$ cat src/ljr_pkg.sv
// Purpose: constants and decode helpers for the line interface register bank
// Assumes: 22 channels (0..21), 11-bit byte address, 8-bit data, 20 MHz clock
// Notes: channel n (1..21) owns block n-1 at stride 0x40, channel 0 owns 0x7c0
// What this block does
// 0x340 bits 4:0 summarise channels 21..17
// 0x380 bit 7 summarises channel 0
// 0x3c0 bit 0 holds second-timer flag
// timer flag sets on expiry, write-one clears
// writing 1 to bit 1 resets one channel
// channel reset completes within 1 us
// channel reset bit clears itself when done
// attenuator config register per channel at +2
// attenuator config resets zero, read/write, 7:5 reserved
// bit 3 enables transmit jitter attenuator
// bits 2:1 pick fifo 128/64/32 bits
// bit 0 picks corner 6.77 or 0.87 Hz
// bit 4 enables fill-limit rate adjustment
// 0x300 bits 7:0 summarise channels 16..9
// channel flag is OR of its sources

package ljr_pkg;

    localparam int NCH = 22;
    localparam int ADDR_W = 11;
    localparam int DATA_W = 8;
    localparam int TJA_W = 5;

    // register offsets
    localparam logic [10:0] OFF_SUM_LOW = 11'h2c0;
    localparam logic [10:0] OFF_SUM_MID = 11'h300;
    localparam logic [10:0] OFF_SUM_UP = 11'h340;
    localparam logic [10:0] OFF_SUM_CH0 = 11'h380;
    localparam logic [10:0] OFF_TIMER = 11'h3c0;
    localparam logic [10:0] OFF_EVT_STAT = 11'h7e0;
    localparam logic [10:0] OFF_EVT_MASK = 11'h7e4;
    localparam logic [5:0] SUB_CFG = 6'h01;
    localparam logic [5:0] SUB_TJA = 6'h02;
    localparam logic [4:0] CH0_BLOCK = 5'h1f;
    localparam logic [4:0] LAST_BLOCK = 5'h14;

    // field positions
    localparam int TX_ATTEN_CORNER_SELECT_BIT = 0;
    localparam int TJA_DP_LSB = 1;
    localparam int TX_ATTEN_ENABLE_BIT = 3;
    localparam int TJA_LIM_BIT = 4;
    localparam int CHANNEL_SOFT_RESET_BIT = 1;
    localparam int TMOV_BIT = 0;
    localparam int CHAN_ZERO_IRQ_FLAG_BIT = 7;
    localparam int EVT_TMR_BIT = 0;
    localparam int EVT_CHAN_BIT = 1;
    localparam int EVT_RST_BIT = 2;
    localparam int EVT_W = 3;

    // reset values
    localparam logic [4:0] TJA_RST = 5'h00;
    localparam logic [2:0] EVT_MASK_RST = 3'h0;

    // timing
    localparam int CLK_NS = 50;
    localparam int CHANNEL_SOFT_RESET_MAX_NS = 1000;
    localparam int CHANNEL_SOFT_RESET_CYC = CHANNEL_SOFT_RESET_MAX_NS / CLK_NS; // longest time, rounded down
    localparam int SEC_NS = 1000000000;
    localparam int SEC_CYC = SEC_NS / CLK_NS;

    // channel number owning an address (valid only with chan_block_ok)
    function automatic logic [4:0] chan_of(input logic [10:0] addr);
        chan_of = (addr[10:6] == CH0_BLOCK) ? 5'h00 : 5'(addr[10:6] + 5'h01);
    endfunction

    function automatic logic chan_block_ok(input logic [10:0] addr);
        chan_block_ok = (addr[10:6] <= LAST_BLOCK) || (addr[10:6] == CH0_BLOCK);
    endfunction

    // fifo size in bits from the depth field
    function automatic logic [7:0] fifo_bits(input logic [1:0] dp);
        fifo_bits = dp[1] ? 8'h20 : (dp[0] ? 8'h40 : 8'h80);
    endfunction

endpackage

$ cat src/ljr_chan_rst.sv
// Purpose: per-channel software reset sequencer
// Assumes: start is a one-cycle pulse from the register write decode
// Notes: a start while busy restarts the count

`timescale 1ns/1ps
`default_nettype none

module ljr_chan_rst #(
    parameter int CYCLES = ljr_pkg::CHANNEL_SOFT_RESET_CYC
) (
    // clock and reset
    input wire logic sys_clk_in,
    input wire logic sys_rst_in,
    // control
    input wire logic start_in,
    // status
    output logic busy_out,
    output logic done_out
);

    generate
        if (CYCLES < 1 || CYCLES > 255) begin : g_bad
            $error("ljr_chan_rst: CYCLES must be 1..255");
        end
    endgenerate

    logic [7:0] cnt_r;
    logic [7:0] cnt_nxt;
    logic end_w;

    // busy from start until the count runs out
    assign end_w = busy_out && (cnt_r == 8'h01) && !start_in;
    assign cnt_nxt = start_in ? 8'(CYCLES) : (busy_out ? cnt_r - 8'h01 : 8'h00);

    always_ff @(posedge sys_clk_in or posedge sys_rst_in) begin
        if (sys_rst_in) begin
            cnt_r <= 8'h00;
            busy_out <= 1'b0;
            done_out <= 1'b0;
        end else begin
            cnt_r <= cnt_nxt;
            busy_out <= start_in || (busy_out && !end_w);
            done_out <= end_w;
        end
    end

endmodule

`default_nettype wire

$ cat src/ljr_regs.sv
// Purpose: register bank for interrupt summaries, second timer and per-channel
//          reset and transmit jitter attenuator configuration
// Assumes: plain register port, read data valid the cycle after the read strobe
// Notes: channel source inputs come from same-clock logic, already gated by
//        their own enables; irq_out is high while an unmasked event is set
//
// Added by the designer: the plain strobed port.

`timescale 1ns/1ps
`default_nettype none

module ljr_regs #(
    parameter int NSRC = 4,
    parameter int SEC_CYCLES = ljr_pkg::SEC_CYC
) (
    // clock and reset
    input wire logic sys_clk_in,
    input wire logic sys_rst_in,

    // register port
    input wire logic [10:0] reg_addr_in,
    input wire logic [7:0] reg_wdata_in,
    input wire logic reg_wr_in,
    input wire logic reg_rd_in,
    output logic [7:0] reg_rdata_out,

    // per-channel interrupt sources, channel c in bits c*NSRC +: NSRC
    input wire logic [ljr_pkg::NCH*NSRC-1:0] chan_irq_src_in,

    // transmit jitter attenuator controls, one bit or field per channel
    output logic [ljr_pkg::NCH-1:0] tx_atten_enable_out,
    output logic [2*ljr_pkg::NCH-1:0] tx_atten_fifo_depth_out,
    output logic [8*ljr_pkg::NCH-1:0] tx_atten_fifo_bits_out,
    output logic [ljr_pkg::NCH-1:0] tx_atten_corner_select_out,
    output logic [ljr_pkg::NCH-1:0] tx_atten_fill_limit_out,

    // per-channel soft reset to channel logic
    output logic [ljr_pkg::NCH-1:0] channel_soft_reset_out,

    // summary and interrupt
    output logic [ljr_pkg::NCH-1:0] chan_irq_flag_out,
    output logic irq_out
);

    localparam int NCH = ljr_pkg::NCH;
    localparam int TW = ljr_pkg::TJA_W;

    generate
        if (NSRC < 1) begin : g_bad_src
            $error("ljr_regs: NSRC must be at least 1");
        end
        if (SEC_CYCLES < 2) begin : g_bad_sec
            $error("ljr_regs: SEC_CYCLES must be at least 2");
        end
    endgenerate

    // ------------------------------------------------------------------
    // address decode
    // ------------------------------------------------------------------
    logic [4:0] acc_chan_w;
    logic acc_chan_ok_w;
    logic [5:0] acc_sub_w;
    logic hit_sum_low_w;
    logic hit_sum_mid_w;
    logic hit_sum_up_w;
    logic hit_sum_ch0_w;
    logic hit_timer_w;
    logic hit_evt_stat_w;
    logic hit_evt_mask_w;
    logic hit_global_w;
    logic hit_cfg_w;
    logic hit_tja_w;

    // global registers first, then the per-channel blocks
    assign hit_sum_low_w = (reg_addr_in == ljr_pkg::OFF_SUM_LOW);
    assign hit_sum_mid_w = (reg_addr_in == ljr_pkg::OFF_SUM_MID);
    assign hit_sum_up_w = (reg_addr_in == ljr_pkg::OFF_SUM_UP);
    assign hit_sum_ch0_w = (reg_addr_in == ljr_pkg::OFF_SUM_CH0);
    assign hit_timer_w = (reg_addr_in == ljr_pkg::OFF_TIMER);
    assign hit_evt_stat_w = (reg_addr_in == ljr_pkg::OFF_EVT_STAT);
    assign hit_evt_mask_w = (reg_addr_in == ljr_pkg::OFF_EVT_MASK);
    assign hit_global_w = hit_sum_low_w | hit_sum_mid_w | hit_sum_up_w | hit_sum_ch0_w
        | hit_timer_w | hit_evt_stat_w | hit_evt_mask_w;

    // channel block decode
    assign acc_chan_w = ljr_pkg::chan_of(reg_addr_in);
    assign acc_chan_ok_w = ljr_pkg::chan_block_ok(reg_addr_in) && !hit_global_w;
    assign acc_sub_w = reg_addr_in[5:0];
    assign hit_cfg_w = acc_chan_ok_w && (acc_sub_w == ljr_pkg::SUB_CFG);
    assign hit_tja_w = acc_chan_ok_w && (acc_sub_w == ljr_pkg::SUB_TJA);

    // ------------------------------------------------------------------
    // channel interrupt summaries
    // ------------------------------------------------------------------
    logic [NCH-1:0] chan_flag_w;
    logic [NCH-1:0] chan_flag_prev_r;
    logic chan_rise_w;

    // each channel flag follows its sources and drops when all clear
    genvar gs;
    generate
        for (gs = 0; gs < NCH; gs++) begin : g_sum
            assign chan_flag_w[gs] = |chan_irq_src_in[gs*NSRC +: NSRC];
        end
    endgenerate

    assign chan_irq_flag_out = chan_flag_w;
    assign chan_rise_w = |(chan_flag_w & ~chan_flag_prev_r);

    // remember flags to see new channel interrupts
    always_ff @(posedge sys_clk_in or posedge sys_rst_in) begin
        if (sys_rst_in) begin
            chan_flag_prev_r <= '0;
        end else begin
            chan_flag_prev_r <= chan_flag_w;
        end
    end

    // ------------------------------------------------------------------
    // one-second timer and its status flag
    // ------------------------------------------------------------------
    logic sec_tick_w;
    logic tmov_r;
    logic tmov_nxt;
    logic tmov_clr_w;

    ljr_sec_timer #(
        .CYCLES(SEC_CYCLES)
    ) u_sec_timer (
        .sys_clk_in(sys_clk_in),
        .sys_rst_in(sys_rst_in),
        .tick_out(sec_tick_w)
    );

    // write one clears, a tick in the same cycle wins
    assign tmov_clr_w = reg_wr_in && hit_timer_w && reg_wdata_in[ljr_pkg::TMOV_BIT];
    assign tmov_nxt = sec_tick_w || (tmov_r && !tmov_clr_w);

    always_ff @(posedge sys_clk_in or posedge sys_rst_in) begin
        if (sys_rst_in) begin
            tmov_r <= 1'b0;
        end else begin
            tmov_r <= tmov_nxt;
        end
    end

    // ------------------------------------------------------------------
    // per-channel soft reset and attenuator configuration
    // ------------------------------------------------------------------
    logic [NCH-1:0] rst_start_w;
    logic [NCH-1:0] rst_busy_w;
    logic [NCH-1:0] rst_done_w;
    logic [NCH-1:0] tja_we_w;
    logic [TW*NCH-1:0] tja_flat_w;
    logic rst_any_done_w;

    genvar gc;
    generate
        for (gc = 0; gc < NCH; gc++) begin : g_chan
            logic [TW-1:0] tja_r;
            logic [TW-1:0] tja_nxt;

            // a one in the reset bit starts this channel only, zero does nothing
            assign rst_start_w[gc] = reg_wr_in && hit_cfg_w && (acc_chan_w == 5'(gc))
                && reg_wdata_in[ljr_pkg::CHANNEL_SOFT_RESET_BIT];
            assign tja_we_w[gc] = reg_wr_in && hit_tja_w && (acc_chan_w == 5'(gc));

            ljr_chan_rst #(
                .CYCLES(ljr_pkg::CHANNEL_SOFT_RESET_CYC)
            ) u_chan_rst (
                .sys_clk_in(sys_clk_in),
                .sys_rst_in(sys_rst_in),
                .start_in(rst_start_w[gc]),
                .busy_out(rst_busy_w[gc]),
                .done_out(rst_done_w[gc])
            );

            // channel reset returns the config to default, writes otherwise load
            assign tja_nxt = rst_busy_w[gc] ? ljr_pkg::TJA_RST
                : (tja_we_w[gc] ? reg_wdata_in[TW-1:0] : tja_r);

            always_ff @(posedge sys_clk_in or posedge sys_rst_in) begin
                if (sys_rst_in) begin
                    tja_r <= ljr_pkg::TJA_RST;
                end else begin
                    tja_r <= tja_nxt;
                end
            end

            assign tja_flat_w[gc*TW +: TW] = tja_r;

            // attenuator controls straight from the config flops
            assign tx_atten_enable_out[gc] = tja_r[ljr_pkg::TX_ATTEN_ENABLE_BIT];
            assign tx_atten_fifo_depth_out[2*gc +: 2] = tja_r[ljr_pkg::TJA_DP_LSB +: 2];
            assign tx_atten_fifo_bits_out[8*gc +: 8] =
                ljr_pkg::fifo_bits(tja_r[ljr_pkg::TJA_DP_LSB +: 2]);
            assign tx_atten_corner_select_out[gc] = tja_r[ljr_pkg::TX_ATTEN_CORNER_SELECT_BIT];
            assign tx_atten_fill_limit_out[gc] = tja_r[ljr_pkg::TJA_LIM_BIT];
        end
    endgenerate

    assign channel_soft_reset_out = rst_busy_w;
    assign rst_any_done_w = |rst_done_w;

    // ------------------------------------------------------------------
    // event status, mask and interrupt output
    // ------------------------------------------------------------------
    logic [ljr_pkg::EVT_W-1:0] evt_stat_r;
    logic [ljr_pkg::EVT_W-1:0] evt_stat_nxt;
    logic [ljr_pkg::EVT_W-1:0] evt_set_w;
    logic [ljr_pkg::EVT_W-1:0] evt_mask_r;
    logic [ljr_pkg::EVT_W-1:0] evt_mask_nxt;
    logic evt_rd_clr_w;

    // gather events
    assign evt_set_w[ljr_pkg::EVT_TMR_BIT] = sec_tick_w;
    assign evt_set_w[ljr_pkg::EVT_CHAN_BIT] = chan_rise_w;
    assign evt_set_w[ljr_pkg::EVT_RST_BIT] = rst_any_done_w;

    // a read clears the status, an event in the same cycle survives
    assign evt_rd_clr_w = reg_rd_in && hit_evt_stat_w;
    assign evt_stat_nxt = evt_set_w | (evt_rd_clr_w ? '0 : evt_stat_r);
    assign evt_mask_nxt = (reg_wr_in && hit_evt_mask_w)
        ? reg_wdata_in[ljr_pkg::EVT_W-1:0] : evt_mask_r;

    always_ff @(posedge sys_clk_in or posedge sys_rst_in) begin
        if (sys_rst_in) begin
            evt_stat_r <= '0;
            evt_mask_r <= ljr_pkg::EVT_MASK_RST;
        end else begin
            evt_stat_r <= evt_stat_nxt;
            evt_mask_r <= evt_mask_nxt;
        end
    end

    assign irq_out = |(evt_stat_r & evt_mask_r);

    // ------------------------------------------------------------------
    // read path
    // ------------------------------------------------------------------
    logic [7:0] rd_sum_low_w;
    logic [7:0] rd_sum_mid_w;
    logic [7:0] rd_sum_up_w;
    logic [7:0] rd_sum_ch0_w;
    logic [7:0] rd_timer_w;
    logic [7:0] rd_evt_stat_w;
    logic [7:0] rd_evt_mask_w;
    logic [7:0] rd_cfg_w;
    logic [7:0] rd_tja_w;
    logic [7:0] rd_sel_w;
    logic [7:0] rd_data_nxt;
    logic acc_chan_in_w;
    logic [TW-1:0] acc_tja_w;
    logic acc_busy_w;

    // summary words, reserved bits read zero
    assign rd_sum_low_w = chan_flag_w[8:1];
    assign rd_sum_mid_w = chan_flag_w[16:9];
    assign rd_sum_up_w = {3'h0, chan_flag_w[21:17]};
    assign rd_sum_ch0_w = {chan_flag_w[0], 7'h00};
    assign rd_timer_w = {7'h00, tmov_r};
    assign rd_evt_stat_w = {5'h00, evt_stat_r};
    assign rd_evt_mask_w = {5'h00, evt_mask_r};

    // selected channel's state, guarded against unused blocks
    assign acc_chan_in_w = acc_chan_ok_w && (acc_chan_w < 5'(NCH));
    assign acc_tja_w = acc_chan_in_w ? tja_flat_w[int'(acc_chan_w)*TW +: TW] : '0;
    assign acc_busy_w = acc_chan_in_w ? rst_busy_w[acc_chan_w] : 1'b0;
    assign rd_cfg_w = {6'h00, acc_busy_w, 1'b0};
    assign rd_tja_w = {3'h0, acc_tja_w};

    // one word per address, unmapped reads give zero
    assign rd_sel_w = hit_sum_low_w ? rd_sum_low_w
        : hit_sum_mid_w ? rd_sum_mid_w
        : hit_sum_up_w ? rd_sum_up_w
        : hit_sum_ch0_w ? rd_sum_ch0_w
        : hit_timer_w ? rd_timer_w
        : hit_evt_stat_w ? rd_evt_stat_w
        : hit_evt_mask_w ? rd_evt_mask_w
        : hit_cfg_w ? rd_cfg_w
        : hit_tja_w ? rd_tja_w
        : 8'h00;
    assign rd_data_nxt = reg_rd_in ? rd_sel_w : 8'h00;

    // read data stands for the cycle after the strobe only
    always_ff @(posedge sys_clk_in or posedge sys_rst_in) begin
        if (sys_rst_in) begin
            reg_rdata_out <= 8'h00;
        end else begin
            reg_rdata_out <= rd_data_nxt;
        end
    end

endmodule

`default_nettype wire

$ cat src/ljr_sec_timer.sv
// Purpose: one-second tick generator
// Assumes: single clock; CYCLES is the number of clocks per second
// Notes: tick is a registered one-cycle pulse in the cycle after the last count

`timescale 1ns/1ps
`default_nettype none

module ljr_sec_timer #(
    parameter int CYCLES = ljr_pkg::SEC_CYC
) (
    // clock and reset
    input wire logic sys_clk_in,
    input wire logic sys_rst_in,
    // tick
    output logic tick_out
);

    generate
        if (CYCLES < 2) begin : g_bad
            $error("ljr_sec_timer: CYCLES must be at least 2");
        end
    endgenerate

    logic [31:0] cnt_r;
    logic [31:0] cnt_nxt;
    logic last_w;

    // wrap on the last count
    assign last_w = (cnt_r == 32'(CYCLES - 1));
    assign cnt_nxt = last_w ? 32'h0 : cnt_r + 32'h1;

    // count clocks
    always_ff @(posedge sys_clk_in or posedge sys_rst_in) begin
        if (sys_rst_in) begin
            cnt_r <= 32'h0;
            tick_out <= 1'b0;
        end else begin
            cnt_r <= cnt_nxt;
            tick_out <= last_w;
        end
    end

endmodule

`default_nettype wire
$ cat config.mk
export PLATFORM = sky130hd
export DESIGN_NAME = ljr_regs
export DESIGN_NICKNAME = d
export VERILOG_FILES = /design/src/ljr_pkg.sv /design/src/ljr_chan_rst.sv /design/src/ljr_regs.sv /design/src/ljr_sec_timer.sv
export SDC_FILE = /design/constraint.sdc
export NUM_CORES = 1
export LEC_CHECK = 0
export ABC_AREA = 1
export BUFFER_PORTS_ARGS = -buffer_cell sky130_fd_sc_hd__buf_2
export CORE_UTILIZATION = 60
export CTS_CLUSTER_DIAMETER = 30
export DETAILED_ROUTE_END_ITERATION = 7
export PLACE_DENSITY = 0.87
export SLEW_MARGIN = 20
export SYNTH_ARGS = -nofsm -noshare
export SYNTH_HDL_FRONTEND = slang
export SYNTH_SLANG_ARGS = --single-unit
$ cat constraint.sdc
create_clock -name sys_clk_in -period 22.2 [get_ports sys_clk_in]
set_clock_uncertainty 0.2 [all_clocks]
set_input_delay 1.11 -clock sys_clk_in [delete_from_list [all_inputs] [get_ports sys_clk_in]]
set_output_delay 1.11 -clock sys_clk_in [all_outputs]
set_load 0.1 [all_outputs]
---- Word level (Yosys, flattened, before mapping) ----
Index checks and enable logic that the tools add are counted.
W data, S select, Z words.
word-level totals
  register bits ........................... 400
  word-level logic and storage cells ...... 598
  bits of input ports ..................... 111
cells by class
  magnitude comparators ................... 3
  reductions and logical operators ........ 261
  mux-type cells .......................... 149
  equal/unequal tests ..................... 54
  $mul .................................... 1
  shift operators ......................... 1
  $add $sub $neg .......................... 24
  bitwise gates (word level) .............. 10
operators by type and width
  cell                     count
  $mux W8                  93
  $mux W5                  51
  $eq A8 B1 Y1 const B     22
  $sub A8 B1 Y8 const B    22
  $logic_and A1 B1 Y1      143
  $shiftx A110 B9 Y5       1
  $reduce_or A4 Y1         22
  $eq A11 B10 Y1 const B   5
  $logic_not A1 Y1         46
  $reduce_bool A2 Y1       22
  $reduce_or A22 Y1        2
  $eq A5 B4 Y1 const B     8
  $eq A5 B5 Y1 const B     7
  $add A32 B1 Y32 const B  1
  $eq A32 B25 Y1 const B   1
  $mux W32                 1
  $logic_or A1 B1 Y1       24
  $and A22 B22 Y22         1
  $eq A11 B11 Y1 const B   2
  $not A22 Y22             1
  $eq A5 B3 Y1 const B     4
  $eq A5 B2 Y1 const B     2
  $mul A5 B3 Y8 const B    1
  $eq A6 B1 Y1 const B     1
  other kinds (14)         20

---- Logic depth before layout (Yosys ltp) ----
  depth in word-level cells ............... 21
  depth in mapped cells ................... 20
  depth with buffers taken out ............ 19

---- By module ----
From an unflattened synthesis, not the netlist that was laid out.
unflattened totals
  cells, all modules ...................... 3032
  area total of the unflattened synthesis .. 22532.9 sq um
by module, submodules not included
  module                                   seq. area each (sq um)  area an instance (sq um)  times used  cells an instance
  ljr_chan_rst (g_chan[0].u_chan_rst ...)  250.2                   521.8                     21          68
  ljr_regs                                 3678.5                  9053.7                    1           1234
  ljr_sec_timer                            825.8                   2026.9                    1           307
  ljr_chan_rst (g_chan[18].u_chan_rst)     250.2                   495.5                     1           63

---- Least setup slack after synthesis ----
No wires, ideal clock.
  kind .................................... reg-to-output
  from .................................... register g_chan[18].tja_r[1]
  to ...................................... output port tx_atten_fifo_bits_out[150] (netlist name)
  cell stages (with the launch flop) ...... 3
  required time ........................... 20890 ps
  path buffers ............................ 0
  slack ................................... 18516 ps
  arrival ................................. 2374 ps
  path through ............................ dfrtp_1 inv_1 nor2_1
between the ends
  longest elaborated chain between the ends .. 2
ends and longest elaborated chain
  what                      line             text
  start: declaration        ljr_regs.sv:160  logic [TW-1:0] tja_r;
  start signal: assignment  ljr_regs.sv:184  tja_r <= ljr_pkg::TJA_RST;
  start signal: assignment  ljr_regs.sv:186  tja_r <= tja_nxt;
  $mux W8 (2 in series)     ljr_pkg.sv:76    fifo_bits = dp[1] ? 8'h20 : (dp[0] ? 8'h40 : 8'h80);
  end: declaration          ljr_regs.sv:33   output logic [8*ljr_pkg::NCH-1:0] tx_atten_fifo_bits_out,
Every way passes these cells.

---- Worst setup path after layout ----
  from .................................... input port reg_addr_in[6]
  to ...................................... register reg_rdata_out[3]
between the ends
  longest elaborated chain between the ends .. 21
  elaborated cells between the ends (all ways) .. 37
ends and longest elaborated chain
  what                                                    line             text
  start: declaration                                      ljr_regs.sv:21   input wire logic [10:0] reg_addr_in,
  branches (longest 19 deep; another with $mul A5 B3 Y8)  -
  $mux W8 (*)                                             ljr_regs.sv:273  assign rd_sel_w = hit_sum_low_w ? rd_sum_low_w
  $mux W8 (*)                                             ljr_regs.sv:283  assign rd_data_nxt = reg_rd_in ? rd_sel_w : 8'h00;
  named net rd_data_nxt[3]                                ljr_regs.sv:251  logic [7:0] rd_data_nxt;
  end signal: assignment                                  ljr_regs.sv:290  reg_rdata_out <= rd_data_nxt;
  end: declaration                                        ljr_regs.sv:25   output logic [7:0] reg_rdata_out,
Mark *: on every way through the listed nets, which the timed path passes.
A chain may end at the register's enable or synchronous reset.

==> metrics.yaml <==
drc: 0
irDropWorstVdd_mv: 0.0915
final_common_cell: "nor2_1"
clockBufferDepth: 3
die_h_um: 188
min_period_ns: 4.66
worstPathRequired_ns: 22.51
dr.first_iter.drc_count: 2194
crit_path_max_incr_delay_ns: 0.97
rows: 67
vias: 19500
cts_setup_buffers: 0
design.core.area_sq_mm: 0.0339
final_antenna_net_count: 0
die_w_um: 188
clk_pin_slew_ns: 0.05
min_period_over_period_pct: 21.0
crit_arrival_ns: 4.97
crit_top_cell: "nand2_1"
synth_cells: 2530
drive_above_1_share_pct: 19.4
antenna_found_initial: 3
clock_latency_ns: 0.62
power.density_mw_per_mm2: 122
setup_tns_ns: 0
cp_slowest_cell: "nor3_1"
grt_pass1_wl_um: 102000
avgRoutedWirePerCell_um: 19.6
ys_seq_area_share_pct: 48.1
synth_edf_count: 0
most-common-layout-cells: "nor2_1 (408), nand2_1 (405), dfrtp_1 (400)"
setup_viol: 0
holdCritPathClass: "flip-flop to flip-flop"
slew_headroom_pct: 15.7
hold_viol_final: 0
port_buffers: 336
postLayoutCoreUtil_pct: 74.4
path_cells: "buf_2 -> ha_1 -> nand2_1 -> nor2_2 -> ha_1 -> inv_2 -> nand2_1 -> nand2_1 -> buf_4 -> o22ai_1 -> nor3_1 -> a2bb2oi_1 -> o21ai_0 -> nand2_1 -> a21oi_1"
crit_type: "input port to flip-flop"
cts_tree: "yes"
async_flop_share_pct: 100
syn_avg_cell_area_sq_um: 8.22
synth_top_cell_by_area: "dfrtp_1"
synth_area_leaders: "dfrtp_1 (48%), nor2_1 (7.4%), nand2_1 (7.3%)"
gp_congestion: 0.977
routed_wl_um: 66600
grt_usage_pct: 37.3
ctsRootBufferMaster: "clkbuf_16"
max_freq_mhz: 214
status: "complete, no violations"
cts_buffers: 83
clock_sinks: 400
tightest_slew_ns: 1.25
maxCapViolations: 0
cp-start-kind: "input port"
area_delta_synth_final_pct: 21.1
yosys_warnings: 0
synth-main-ff-cell: "dfrtp_1"
ys_ff_latch: 400
cellLeakagePower_nw: 13.4
die-area_sq_mm: 0.0354
yosysTopAreaCellShare_pct: 48.1
place_hpwl_um: 43500
grt_max_degree: 193
endpoint_kind: "flip-flop"
syn-cell-area_sq_mm: 0.0208
synth_cell_types: 46
firstDrtPassIters: 8
nets: 3044
rsz0062_at_grt: "no"
cts_hold_buf: 0
first_global_vias: 19400
final_max_slew_viol_count: 0
total_power_mw: 3.07
grt_overflow: 0
avgViaCountPerCell: 5.75
worst_hold_slack_ns: 0.253
initial_utilization_pct: 61.4
cts.repair.resized: 0
ios: 450
worstPathMaxFanout: 23
htreeDepth: 3
-- worst max-delay path, delay by kind of cell --
kind | cells | cell delay (ns)
simple gates | 6 | 1.90
buf+inv | 3 | 0.76
compound gates | 4 | 0.67
fa+ha+maj | 2 | 0.50
-- final cells by class --
type	instances	area [sq um]
Clock buffer	99	2240
Multi-Input combinational cell	1709	8610
Sequential cell	400	10000
Timing Repair Buffer	344	1760
Antenna cell	2	5.00
Clock inverter	53	708
Inverter	345	1300
Fill cell	2260	8680
Tap cell	448	561
-- sequential cells by signal (all words and copies together) (netlist names) --
signal,count
chan_flag_prev_r,22
evt_mask_r,3
evt_stat_r,3
g_chan.tja_r,110
g_chan.u_chan_rst.busy_out,22
g_chan.u_chan_rst.cnt_r,176
g_chan.u_chan_rst.done_out,22
reg_rdata_out,8
tmov_r,1
u_sec_timer.cnt_r,32
u_sec_timer.tick_out,1
-- power breakdown --
group	total, mW	switching [mW]	leakage (nW)	internal (mW)
Combinational	0.861	0.619	6.64	0.242
Clock	1.29	0.448	1.39	0.839
Sequential	0.922	0.0882	5.36	0.833
-- per-layer routing --
| layer | global-route usage (%) | wire length [um] | up-vias |
|---|---|---|---|
| li1 | - | - | 8590 |
| met5 | 0 | 11 | - |
| met4 | 28.7 | 5500 | 2 |
| met1 | 40.6 | 22200 | 9202 |
| met3 | 10.5 | 7450 | 396 |
| met2 | 61.7 | 31500 | 1359 |
-- synthesized netlist by cell type (all sizes together), types with 3 or more instances --
| cell | count |
|---|---|
| a21boi | 3 |
| a21oi | 92 |
| a22oi | 3 |
| a31oi | 3 |
| and2 | 6 |
| buf | 167 |
| clkbuf | 18 |
| dfrtp | 400 |
| ha | 50 |
| inv | 344 |
| nand2 | 430 |
| nand3 | 82 |
| nand3b | 8 |
| nand4 | 43 |
| nor2 | 421 |
| nor3 | 46 |
| nor4 | 40 |
| o21ai | 201 |
| o221ai | 5 |
| o22ai | 41 |
| or4 | 10 |
| xnor2 | 35 |
| xor2 | 67 |
-- through the flow --
step	instances	area [sq um]	worst slack [ns]
after floorplan	2639	21200	9.77
after global placement	3246	22200	17.69
after detailed placement	3246	22200	17.60
after CTS	3398	25200	18.03
after global routing	3400	25200	17.65
final	3400	25200	17.54
-- cell families (layout without fill, tap and decap cells) --
logic type | after synthesis | count (layout) | synth area share (%)
other | 1 | 112 | 0.0180
and+or+nand+nor | 1090 | 1090 | 22.7
DFF | 400 | 400 | 48.1
buffers and inverters | 530 | 841 | 12.5
xor gates and xnor gates | 102 | 102 | 4.29
AOI/OAI and AO/OA | 357 | 357 | 9.42
adders and majority gates | 50 | 50 | 3.01
-- path summary, 6_finish.rpt --
kind | cells past startpoint | slack, ns | start | endpoint
setup / recovery | 15 | 17.54 | reg_addr_in[6] | reg_rdata_out[3]$_DFF_PP0_
hold / removal | 1 | 0.25 | g_chan[11].u_chan_rst.cnt_r[0]$_DFF_PP0_ | g_chan[11].u_chan_rst.cnt_r[0]$_DFF_PP0_
setup reg to reg | 12 | 19.61 | u_sec_timer.cnt_r[0]$_DFF_PP0_ | u_sec_timer.cnt_r[24]$_DFF_PP0_
hold reg to reg | 1 | 0.25 | g_chan[11].u_chan_rst.cnt_r[0]$_DFF_PP0_ | g_chan[11].u_chan_rst.cnt_r[0]$_DFF_PP0_
max in group asynchronous | 3 | 19.75 | sys_rst_in | g_chan[17].tja_r[3]$_DFFE_PP0P_
min in group asynchronous | 2 | 0.40 | sys_rst_in | g_chan[1].tja_r[1]$_DFFE_PP0P_
No activity file was read; power rests on OpenSTA's default activity.
